File: src/rtl/abbps_pkg.sv
// Package with register map, field positions, timing and state encodings of the power sequencer
package abbps_pkg;

    // ****************************************************************
    // Register byte offsets
    // ****************************************************************
    localparam logic [7:0] ABBPS_CTRL_OFS    = 8'h00;
    localparam logic [7:0] ABBPS_STATUS_OFS  = 8'h04;
    localparam logic [7:0] ABBPS_IRQSTAT_OFS = 8'h08;
    localparam logic [7:0] ABBPS_IRQCLR_OFS  = 8'h0c;
    localparam logic [7:0] ABBPS_IRQEN_OFS   = 8'h10;

    // ****************************************************************
    // Field positions and reset values
    // ****************************************************************
    localparam int          ABBPS_NUM_REG       = 4;
    localparam int          ABBPS_NUM_IRQ       = 6;
    localparam logic [3:0]  ABBPS_OFFMASK_RST   = 4'hf;
    localparam logic [5:0]  ABBPS_IRQEN_RST     = 6'h00;
    localparam int          ABBPS_IRQ_WARN      = 0;
    localparam int          ABBPS_IRQ_BUTTON    = 1;
    localparam int          ABBPS_IRQ_ABNORMAL  = 2;
    localparam int          ABBPS_IRQ_ADC       = 3;
    localparam int          ABBPS_IRQ_CHARGER   = 4;
    localparam int          ABBPS_IRQ_CHGDET    = 5;

    // ****************************************************************
    // Timing
    // ****************************************************************
    localparam int          ABBPS_CLOCK_HZ      = 10_000_000;
    localparam int          ABBPS_SLOW_HZ       = 32_768;
    localparam int          ABBPS_SLOW_DIV      = ABBPS_CLOCK_HZ / ABBPS_SLOW_HZ;
    localparam int          ABBPS_WDOG_PERIODS  = 5;

    // ****************************************************************
    // Sequencer states
    // ****************************************************************
    typedef enum logic [9:0] {
        ABBPS_OFF      = 10'h001,
        ABBPS_REFON    = 10'h002,
        ABBPS_BATCHK   = 10'h004,
        ABBPS_REGWAIT  = 10'h008,
        ABBPS_RELRST   = 10'h010,
        ABBPS_SYSRST   = 10'h020,
        ABBPS_ON       = 10'h040,
        ABBPS_WARN     = 10'h080,
        ABBPS_WDOG     = 10'h100,
        ABBPS_SHUT     = 10'h200
    } abbps_state_t;

endpackage

File: src/rtl/abbps_sequencer.sv
// Power-on and power-off sequencer with interrupt combiner and AHB-Lite registers
// Contract
// - Valid battery plug creates internal reset; sequencer then starts from off and makes one power-on attempt by itself.
// - Power-on enables reference first, then checks main battery above 3.2V.
// - After check, enable core, analog, memory, RAM regulators; wait regulator good.
// - Set on flag, release analog reset, raise system reset, then enable oscillator.
// - Power-off starts when both batteries lack voltage or both are removed.
// - Power-off asserts warning interrupt, then waits five slow clock periods.
// - Clear on flag, assert analog reset, disable masked regulators and reference, clear low flag.
// - Power button press and abnormal voltage each raise an interrupt.
// - Button and charger detection keep running while switched off.
// - Monitoring ADC, charger and power control interrupts combine into one host interrupt.
module abbps_sequencer
(
    input  wire logic        clock,
    input  wire logic        rst,
    input  wire logic        mainBatteryPresent,
    input  wire logic        backupBatteryPresent,
    input  wire logic        mainBatteryAbove3v2,
    input  wire logic        backupBatteryOk,
    input  wire logic        regulatorGood,
    input  wire logic        power_button,
    input  wire logic        chargerPresent,
    input  wire logic        abnormalVoltage,
    input  wire logic        monitoring_adc_irq,
    input  wire logic        charger_interface_irq,
    input  wire logic        hsel,
    input  wire logic [31:0] haddr,
    input  wire logic [1:0]  htrans,
    input  wire logic        hwrite,
    input  wire logic [2:0]  hsize,
    input  wire logic [31:0] hwdata,
    input  wire logic        hready,
    output logic      [31:0] hrdata,
    output logic             hreadyout,
    output logic             hresp,
    output logic             referenceEnable,
    output logic             core_regulator_en,
    output logic             analog_regulator_en,
    output logic             memory_regulator_en,
    output logic             ram_regulator_en,
    output logic             on_state_flag,
    output logic             analog_reset_n,
    output logic             system_reset_out_n,
    output logic             oscillatorEnable,
    output logic             main_battery_low_flag,
    output logic             power_off_warning_irq,
    output logic             host_combined_irq
);
    import abbps_pkg::*;

    // ****************************************************************
    // Input synchronisers
    // ****************************************************************
    localparam int NSYNC = 10;
    logic [NSYNC-1:0] syncA;
    logic [NSYNC-1:0] syncB;
    wire  [NSYNC-1:0] rawIn = {mainBatteryPresent, backupBatteryPresent, mainBatteryAbove3v2, backupBatteryOk,
                               regulatorGood, power_button, chargerPresent, abnormalVoltage,
                               monitoring_adc_irq, charger_interface_irq};

    always_ff @(posedge clock)
    begin
        if (rst)
        begin
            syncA <= '0;
            syncB <= '0;
        end
        else
        begin
            syncA <= rawIn;
            syncB <= syncA;
        end
    end

    wire mainPresent  = syncB[9];
    wire backPresent  = syncB[8];
    wire mainAbove    = syncB[7];
    wire backOk       = syncB[6];
    wire regGood      = syncB[5];
    wire buttonLevel  = syncB[4];
    wire chargerLevel = syncB[3];
    wire abnormal     = syncB[2];
    wire adcIrq       = syncB[1];
    wire chgIrq       = syncB[0];

    // ****************************************************************
    // Slow clock enable
    // ****************************************************************
    logic slowTick;

    abbps_divider #(
        .DIV (ABBPS_SLOW_DIV)
    ) u_div (
        .clock (clock),
        .rst   (rst),
        .tick  (slowTick)
    );

    // ****************************************************************
    // Battery conditions
    // ****************************************************************
    wire batteryValid = (mainPresent & mainAbove) | (backPresent & backOk);
    wire batteryLost  = ~batteryValid | (~mainPresent & ~backPresent);

    // ****************************************************************
    // Edge detection of permanent functions
    // ****************************************************************
    logic [2:0] levelPrev;

    always_ff @(posedge clock)
    begin
        if (rst)
            levelPrev <= 3'h0;
        else
            levelPrev <= {abnormal, chargerLevel, buttonLevel};
    end

    wire buttonPress  = buttonLevel & ~levelPrev[0];
    wire chargerPlug  = chargerLevel & ~levelPrev[1];
    wire abnormalRise = abnormal & ~levelPrev[2];
    wire wakeRequest  = buttonPress | chargerPlug;

    // ****************************************************************
    // Sequencer
    // ****************************************************************
    abbps_state_t state;
    abbps_state_t next_state;
    logic [2:0]   wdogCount;
    logic [3:0]   offMask;
    logic         autoStart;
    logic         warnPulse;

    always_comb
    begin
        next_state = state;
        warnPulse  = 1'b0;
        case (state)
            ABBPS_OFF:
                if (wakeRequest | (autoStart & batteryValid))
                    next_state = ABBPS_REFON;
            ABBPS_REFON:
                next_state = ABBPS_BATCHK;
            ABBPS_BATCHK:
                next_state = (mainPresent & mainAbove) ? ABBPS_REGWAIT : ABBPS_SHUT;
            ABBPS_REGWAIT:
                if (batteryLost)
                    next_state = ABBPS_SHUT;
                else if (regGood)
                    next_state = ABBPS_RELRST;
            ABBPS_RELRST:
                next_state = ABBPS_SYSRST;
            ABBPS_SYSRST:
                next_state = ABBPS_ON;
            ABBPS_ON:
                if (batteryLost)
                begin
                    next_state = ABBPS_WARN;
                    warnPulse  = 1'b1;
                end
            ABBPS_WARN:
                next_state = ABBPS_WDOG;
            ABBPS_WDOG:
                if (slowTick && wdogCount == 3'(ABBPS_WDOG_PERIODS - 1))
                    next_state = ABBPS_SHUT;
            ABBPS_SHUT:
                next_state = ABBPS_OFF;
            default:
                next_state = ABBPS_OFF;
        endcase
    end

    always_ff @(posedge clock)
    begin
        if (rst)
            state <= ABBPS_OFF;
        else
            state <= next_state;
    end

    always_ff @(posedge clock)
    begin
        if (rst || state != ABBPS_WDOG)
            wdogCount <= 3'h0;
        else if (slowTick)
            wdogCount <= wdogCount + 3'h1;
    end

    // First valid battery after reset starts one sequence by itself
    always_ff @(posedge clock)
    begin
        if (rst)
            autoStart <= 1'b1;
        else if (state != ABBPS_OFF)
            autoStart <= 1'b0;
    end

    // ****************************************************************
    // Power outputs
    // ****************************************************************
    wire inOnPhase = (state == ABBPS_ON) | (state == ABBPS_WARN) | (state == ABBPS_WDOG);
    wire regOn     = (state == ABBPS_REGWAIT) | (state == ABBPS_RELRST) | (state == ABBPS_SYSRST) | inOnPhase;
    wire [3:0] keepRegs = ~offMask;

    always_ff @(posedge clock)
    begin
        if (rst)
        begin
            referenceEnable     <= 1'b0;
            core_regulator_en   <= 1'b0;
            analog_regulator_en <= 1'b0;
            memory_regulator_en <= 1'b0;
            ram_regulator_en    <= 1'b0;
            on_state_flag       <= 1'b0;
            analog_reset_n      <= 1'b0;
            system_reset_out_n  <= 1'b0;
            oscillatorEnable    <= 1'b0;
        end
        else
        begin
            referenceEnable     <= (state != ABBPS_OFF) & (next_state != ABBPS_OFF);
            core_regulator_en   <= (regOn & next_state != ABBPS_SHUT) | (core_regulator_en & keepRegs[0]);
            analog_regulator_en <= (regOn & next_state != ABBPS_SHUT) | (analog_regulator_en & keepRegs[1]);
            memory_regulator_en <= (regOn & next_state != ABBPS_SHUT) | (memory_regulator_en & keepRegs[2]);
            ram_regulator_en    <= (regOn & next_state != ABBPS_SHUT) | (ram_regulator_en & keepRegs[3]);
            on_state_flag       <= (next_state == ABBPS_RELRST) | (on_state_flag & ~(state == ABBPS_WDOG & next_state == ABBPS_SHUT));
            analog_reset_n      <= (state == ABBPS_RELRST) | (state == ABBPS_SYSRST) | inOnPhase & ~(state == ABBPS_WDOG & next_state == ABBPS_SHUT);
            system_reset_out_n  <= (state == ABBPS_SYSRST) | (state == ABBPS_ON) | (state == ABBPS_WARN) | (state == ABBPS_WDOG);
            oscillatorEnable    <= (state == ABBPS_ON) | (state == ABBPS_WARN) | (state == ABBPS_WDOG);
        end
    end

    always_ff @(posedge clock)
    begin
        if (rst)
            main_battery_low_flag <= 1'b0;
        else if (state == ABBPS_SHUT)
            main_battery_low_flag <= 1'b0;
        else if (mainPresent && !mainAbove)
            main_battery_low_flag <= 1'b1;
    end

    always_ff @(posedge clock)
    begin
        if (rst)
            power_off_warning_irq <= 1'b0;
        else
            power_off_warning_irq <= warnPulse | (state == ABBPS_WARN) | (state == ABBPS_WDOG);
    end

    // ****************************************************************
    // Interrupt status, clear and enable
    // ****************************************************************
    logic [ABBPS_NUM_IRQ-1:0] irqStatus;
    logic [ABBPS_NUM_IRQ-1:0] irqEnable;
    logic [ABBPS_NUM_IRQ-1:0] irqClear;
    wire  [ABBPS_NUM_IRQ-1:0] irqEvent = {chargerPlug, chgIrq, adcIrq, abnormalRise, buttonPress, warnPulse};

    genvar gi;
    generate
        for (gi = 0; gi < ABBPS_NUM_IRQ; gi++)
        begin : g_irq
            always_ff @(posedge clock)
            begin
                if (rst)
                    irqStatus[gi] <= 1'b0;
                else if (irqEvent[gi])
                    irqStatus[gi] <= 1'b1;
                else if (irqClear[gi])
                    irqStatus[gi] <= 1'b0;
            end
        end
    endgenerate

    always_ff @(posedge clock)
    begin
        if (rst)
            host_combined_irq <= 1'b0;
        else
            host_combined_irq <= |(irqStatus & irqEnable);
    end

    // ****************************************************************
    // AHB-Lite slave
    // ****************************************************************
    logic       dataWrite;
    logic [7:0] dataAddr;
    wire        addrValid = hsel & hready & htrans[1];
    wire        wrCtrl    = dataWrite & (dataAddr == ABBPS_CTRL_OFS);
    wire        wrClr     = dataWrite & (dataAddr == ABBPS_IRQCLR_OFS);
    wire        wrEn      = dataWrite & (dataAddr == ABBPS_IRQEN_OFS);
    wire [31:0] readMux =
        (haddr[7:0] == ABBPS_CTRL_OFS)    ? {28'h0, offMask} :
        (haddr[7:0] == ABBPS_STATUS_OFS)  ? {18'h0, main_battery_low_flag, on_state_flag,
                                             regGood, batteryValid, state} :
        (haddr[7:0] == ABBPS_IRQSTAT_OFS) ? {26'h0, irqStatus} :
        (haddr[7:0] == ABBPS_IRQEN_OFS)   ? {26'h0, irqEnable} : 32'h0000_0000;

    assign hreadyout = 1'b1;
    assign hresp     = 1'b0;
    assign irqClear  = wrClr ? hwdata[ABBPS_NUM_IRQ-1:0] : '0;

    always_ff @(posedge clock)
    begin
        if (rst)
        begin
            dataWrite <= 1'b0;
            dataAddr  <= 8'h00;
        end
        else
        begin
            dataWrite <= addrValid & hwrite;
            dataAddr  <= haddr[7:0];
        end
    end

    always_ff @(posedge clock)
    begin
        if (rst)
            hrdata <= 32'h0000_0000;
        else if (addrValid && !hwrite)
            hrdata <= readMux;
    end

    always_ff @(posedge clock)
    begin
        if (rst)
        begin
            offMask   <= ABBPS_OFFMASK_RST;
            irqEnable <= ABBPS_IRQEN_RST;
        end
        else
        begin
            if (wrCtrl)
                offMask <= hwdata[3:0];
            if (wrEn)
                irqEnable <= hwdata[ABBPS_NUM_IRQ-1:0];
        end
    end
endmodule // abbps_sequencer

File: src/rtl/abbps_divider.sv
// Divider giving a one-cycle enable per slow 32 kHz period
module abbps_divider #(
    parameter int DIV = abbps_pkg::ABBPS_SLOW_DIV
) (
    input  wire logic clock,
    input  wire logic rst,
    output logic      tick
);
    import abbps_pkg::*;

    if (DIV < 2 || DIV > 65536)
    begin : g_bad_div
        $error("abbps_divider: DIV must lie between 2 and 65536");
    end

    logic [15:0] count;
    wire         atEnd = (count == 16'(DIV - 1));

    always_ff @(posedge clock)
    begin
        if (rst)
            count <= 16'h0000;
        else
            count <= atEnd ? 16'h0000 : count + 16'h0001;
    end

    always_ff @(posedge clock)
    begin
        if (rst)
            tick <= 1'b0;
        else
            tick <= atEnd;
    end
endmodule // abbps_divider

File: config.mk
export PLATFORM = sky130hd
export DESIGN_NAME = abbps_sequencer
export DESIGN_NICKNAME = d
export VERILOG_FILES = /design/src/rtl/abbps_pkg.sv /design/src/rtl/abbps_sequencer.sv /design/src/rtl/abbps_divider.sv
export SDC_FILE = /design/constraint.sdc
export NUM_CORES = 1
export LEC_CHECK = 0
export BUFFER_PORTS_ARGS = -buffer_cell sky130_fd_sc_hd__buf_4
export CAP_MARGIN = 10
export CORE_MARGIN = 2
export CORE_UTILIZATION = 51
export CTS_BUF_LIST = sky130_fd_sc_hd__clkbuf_16
export DETAILED_ROUTE_END_ITERATION = 8
export GPL_TIMING_DRIVEN = 1
export PLACE_DENSITY = 0.76
export SLEW_MARGIN = 20
export SYNTH_ARGS = -nofsm -noshare
export SYNTH_HDL_FRONTEND = slang
export SYNTH_SLANG_ARGS = --single-unit
export TNS_END_PERCENT = 50
File: constraint.sdc
create_clock -name clock -period 2.33 [get_ports clock]
set_input_delay 0.1165 -clock clock [delete_from_list [all_inputs] [get_ports clock]]
set_output_delay 0.1165 -clock clock [all_outputs]
set_load 0.01 [all_outputs]
; ---- Word level (Yosys, flattened, before mapping)
; Index checks and enable logic that the tools add are counted.
[word_totals]
output_inout_bits = 46
register_bits = 123
elab_cells = 151
in_bits = 84
[classes]
addsub = 2
n_reduce_logical = 17
bitwise_logic = 52
n_mux = 26
n_eq_ne = 23
[op_table]
columns = op, n
row1 = $pmux W10 S9, 1
row2 = $mux W10, 6
row3 = $mux W14, 2
row4 = $and A1 B1 Y1, 22
row5 = $or A1 B1 Y1, 21
row6 = $eq A10 B10 Y1 const B, 2
row7 = $eq A10 B5 Y1 const B, 2
row8 = $ne A10 B1 Y1 const B, 2
row9 = $mux W6, 3
row10 = $add A16 B1 Y16 const B, 1
row11 = $eq A16 B9 Y1 const B, 1
row12 = $eq A8 B4 Y1 const B, 2
row13 = $eq A8 B5 Y1 const B, 2
row14 = $logic_not A8 Y1, 2
row15 = $mux W1, 14
row16 = $reduce_bool A2 Y1, 6
row17 = $eq A10 B1 Y1 const B, 1
row18 = $eq A10 B2 Y1 const B, 1
row19 = $eq A10 B3 Y1 const B, 1
row20 = $eq A10 B4 Y1 const B, 1
row21 = $eq A10 B6 Y1 const B, 1
row22 = $eq A10 B7 Y1 const B, 1
row23 = $eq A10 B8 Y1 const B, 1
row24 = $eq A10 B9 Y1 const B, 1
row25 = other kinds (13), 23

; ---- Longest topological paths before layout
[depth]
ltp_word = 11
depth_mapped = 7
depth_no_buf = 6

; ---- By module
; From an unflattened synthesis, not the netlist that was laid out.
[hier_totals]
cells_unflattened = 479
area_unflattened_um2 = 4459.3
[by_module_without_submodules]
columns = mod, area_per_inst_um2, cells_each, n_inst, seq_area_each_um2
row1 = abbps_sequencer, 3662.3, 393, 1, 1761.7
row2 = abbps_divider, 797.0, 86, 1, 340.3

; ---- Least setup slack after synthesis
; No wires, ideal clock.
[synth_timing]
path_kind = flip-flop to flip-flop
start = register state[6]
end = register state[0]
path_stages_with_launch = 7
path_slack_ps = 420
arrival_ps = 1791
cell_sequence = dfxtp_1 buf_6 or4_4 or4_4 o22ai_2 nor2_2 a211o_1
[synth_between]
elab_chain_cells = 2
word_cells_on_any_way = 10
cone_classes = eq/ne (9) / mux (1)
[synth_lines]
columns = element, line
row1 = from (decl), abbps_sequencer.sv:127  ; abbps_state_t state;
row2 = from (signal assigned), abbps_sequencer.sv:178  ; state <= next_state;
row3 = $eq A10 B9 Y1 (tied with other cells), abbps_sequencer.sv:138  ; case (state)
row4 = $pmux W10 S9 (*), abbps_sequencer.sv:138
; Every way passes the cells marked *; elsewhere a longest branch is shown, timed or not.
; A chain may end at the register's enable or synchronous reset.

; ---- Final worst setup path
[layout_timing]
start = register state[9]
end = register state[0]
; The elaborated chain is that of the path after synthesis.

==> metrics.json <==
{
  "synthesis": {
    "avgSynthCellArea_sq_um": 8.98,
    "post_synth_xor_xnor_area_pct": 3.88,
    "postSynthRegisterBits": 105,
    "async_flop_share_pct": 0,
    "postSynthCellCount": 477,
    "synth-edff-count": 0,
    "synth.yosys.warnings": 0,
    "post_synth_fa_ha_maj_area_fraction_pct": 1.17,
    "yosys-mux-area-fraction_pct": 2.34,
    "synthSimpleGateAreaFrac_pct": 26.5,
    "synth_sequential_area_ratio_pct": 49.1,
    "synth.lib_cells_used.distinct": 54,
    "dominantRegCellSynth": "dfxtp_1",
    "synth_top_family_by_area": "simple AND/OR/NAND/NOR gates",
    "synth-compound-area-share_pct": 10.0,
    "synth_area_sq_um": 4280
  },
  "cells_and_area": {
    "finish.net_count": 620,
    "final_layout_size_suffix_gt1_share_pct": 15.8,
    "antennaDiodeCount": 0,
    "flow.area_growth_from_synthesis_pct": 18.5,
    "sequential_cell_area_sq_um": 2100,
    "layout.filler_cells": 717,
    "final_core_util_pct": 62.1,
    "multi_input_comb_area_sq_um": 1960
  },
  "timing": {
    "final-setup-viol-count": 0,
    "slew_headroom_pct": 53.7,
    "finalHoldViolCount": 0,
    "period_needed_ps": 2030,
    "whs_ps": 4.36,
    "setup_total_negative_slack_ps": 0,
    "rsz0062_at_grt": "false",
    "highest_attainable_clock_frequency_mhz": 492,
    "clock_skew_ps": 8.14,
    "period_share_pct": 87.3,
    "timing.final.max_slew_violations": 0,
    "worst_slew_pin_slew_ps": 689
  },
  "job": {
    "max-cap-violations": 0
  },
  "clock_network": {
    "clk_transition_reported_paths_ps": 80,
    "cts.repair.resized": 0,
    "tritoncts": "done",
    "postCtsSetupBuffers": 0,
    "cts_buffers": 9,
    "clk_path_buf_depth": 2,
    "cts_root_cell": "clkbuf_16",
    "clock_insertion_delay_worst_skew_ps": 340,
    "cts_num_sinks": 105,
    "cts.htree.levels": 3
  },
  "global_routing": {
    "grt_start_max_net_pins": 44,
    "global_router_s_overall_resource_usage_pct": 20.8,
    "grt_antenna_before_repair": 0,
    "via_count_of_the_first_global_routing_pass": 3184,
    "wire_length_of_the_first_global_routing_pass_um": 14700,
    "grt.overflow.total": 0
  },
  "pwr": {
    "power_report.internal_total_mw": 2.70,
    "power_per_cell_area_nw_per_um2": 704,
    "total_power_mw": 3.57,
    "p_leak_nw": 2.12,
    "comb_power_share_pct": 6.8,
    "pwr-share-seq_pct": 52.2,
    "switchingPower_uw": 869,
    "clock_power_share_pct": 41.1,
    "ir_worst_vdd_mv": 0.501,
    "power_switching_share_pct": 24.3
  },
  "detailed_routing": {
    "detail_route.wirelength_um": 8860,
    "drc_errors": 0,
    "detailedRoute.firstIterationViolations": 233,
    "route.detailed.wl_per_inst_um": 13.8,
    "detailroute.via_count": 3372,
    "route.detailed.vias_per_inst": 5.25,
    "ant_nets": 0,
    "drt_pass1_iterations": 5
  },
  "worst_setup_path": {
    "critPathKind": "reg2reg",
    "crit_path_start_kind": "flop",
    "end_kind": "flop",
    "crit_path_cell_trace": "or4_4, or4_4, o22ai_2, nor2_2, a211o_1",
    "critical_path.most_common_cell": "or4_4",
    "critical_path_peak_fanout": 8,
    "worstPathRequired_ps": 2560,
    "cp_slowest_stage_delay_ps": 590,
    "crit_path_top_delay_cell": "or4_4",
    "timing.critical_path.arrival_ps": 2270
  },
  "placement": {
    "gp_congestion": 0.851,
    "port_buffers": 55,
    "dp_hpwl_um": 6150
  },
  "floorplan": {
    "coreArea_sq_um": 8180,
    "rows": 33,
    "pin_count": 130,
    "floorplan.initialDensity_pct": 52.4,
    "design.die.area_sq_um": 9150,
    "fp.dieW_um": 95.7,
    "die_h_um": 95.7
  },
  "status": {
    "outcome": "finished clean"
  },
  "worst_hold_path": {
    "hold_path.class": "in2reg"
  }
}
## Yosys cell counts, types with 2 or more instances
cell type | number | area share (%)
buf_6 | 2 | 0.53
or4_4 | 2 | 0.53
inv_1 | 7 | 0.61
nor3b_1 | 5 | 0.88
a221oi_1 | 2 | 0.41
ha_1 | 4 | 1.2
and3_1 | 5 | 0.73
nor4b_1 | 3 | 0.61
nand4_1 | 6 | 0.88
a21oi_1 | 16 | 1.9
buf_2 | 2 | 0.23
nand2_1 | 40 | 3.5
conb_1 | 2 | 0.18
nand2b_1 | 6 | 0.88
a22o_1 | 2 | 0.41
a31oi_1 | 2 | 0.29
a22oi_1 | 15 | 2.6
nor2b_1 | 35 | 5.1
nor2_1 | 63 | 5.5
and2_1 | 2 | 0.29
nand3b_1 | 2 | 0.35
a32oi_1 | 2 | 0.41
clkbuf_1 | 19 | 1.7
mux2i_1 | 10 | 2.3
xnor2_1 | 6 | 1.2
dfxtp_1 | 105 | 49
a21o_1 | 2 | 0.35
nor4_1 | 9 | 1.3
o21ai_0 | 16 | 1.9
nor3_1 | 8 | 0.93
xor2_1 | 13 | 2.7
buf_4 | 21 | 3.7
nand3_1 | 21 | 2.5
or2_2 | 2 | 0.29
## path summary, 6_finish.rpt
| kind | cells past startpoint | from | to | slack (ps) |
|---|---|---|---|---|
| max | 5 | state[9] | state[0] | 300 |
| min | 2 | charger_interface_irq | syncA[0] | 4 |
| max reg2reg | 5 | state[9] | state[0] | 300 |
| min reg2reg | 1 | syncA[5] | syncB[5] | 440 |
## cells in the final DEF (no fill, tap or decap), drive strengths merged, types with 3 or more instances in the layout
master,count
mux2i,10
clkinv,3
nor4b,3
dfxtp,105
nor3b,5
and3,5
clkbuf,9
nor4,10
a21oi,16
or4,3
dlygate4sd3,11
nor2,64
nand2,40
nand4,6
xor2,13
nor3,8
nand2b,6
conb,20
ha,4
xnor2,6
inv,11
buf,60
o21ai,16
nand3,21
nor2b,35
a22oi,15
## logic make-up (layout without fill, tap and decap cells)
group	after synthesis	in the layout
xor gates and xnor gates	19	19
DFF	105	105
AOI/OAI and AO/OA	65	65
and+or+nand+nor	220	220
adders and majority gates	4	4
muxes	10	10
other	2	20
buffers and inverters	52	94
## critical path: cells and delay by family, from the launching register on
kind	cells	cell delay (ps)
flip-flops	1	390
AND/OR/NAND/NOR	3	1100
AO/OA/AOI/OAI	2	440
## state kept, by name, summed over array words and instances (netlist names), 3 cells and up
register / flops
irqEnable: 6
offMask: 4
levelPrev: 3
dataAddr: 8
state: 10
irqStatus: 6
wdogCount: 3
syncB: 10
hrdata: 14
u_div.count: 16
syncA: 10
## final cells by class
cell class                      count  share of cell area (%)
Sequential cell                   105                    41.4
Tap cell                          105                    2.59
Timing Repair Buffer               71                    11.0
Multi-Input combinational cell    338                    38.6
Clock inverter                      7                    1.41
Inverter                            7                   0.518
Clock buffer                        9                    4.44
## routing by layer
layer  up-vias  routed length, um  GRT usage, %
met3        10                332          5.45
met5         -                  0             0
met2        71               4490          36.2
met4         0                 97          5.48
li1       1701                  -             -
met1      1590               3940          25.4
## through the flow
step	setup WS (ps)	instance area, sq um	std cells
after floorplan	420	4350	495
after global placement	331	4670	615
after detailed placement	332	4670	615
after CTS	286	5070	642
after global routing	165	5070	642
final	296	5070	642
## power by group through the flow
stage	sequential [mW]	clock, mW	combinational [mW]
2_1_floorplan	1.90	0	0.174
3_3_place_gp	1.90	0	0.219
3_5_place_dp	1.90	0	0.224
4_1_cts	1.86	1.49	0.240
5_1_grt	1.87	1.57	0.271
6_report	1.86	1.47	0.242
## what timing repair did
item                       CTS  global route
hold buffers                11             0
hold endpoints to repair    11             0
setup endpoints to repair    0             0
No activity file was read; power rests on OpenSTA's default activity.
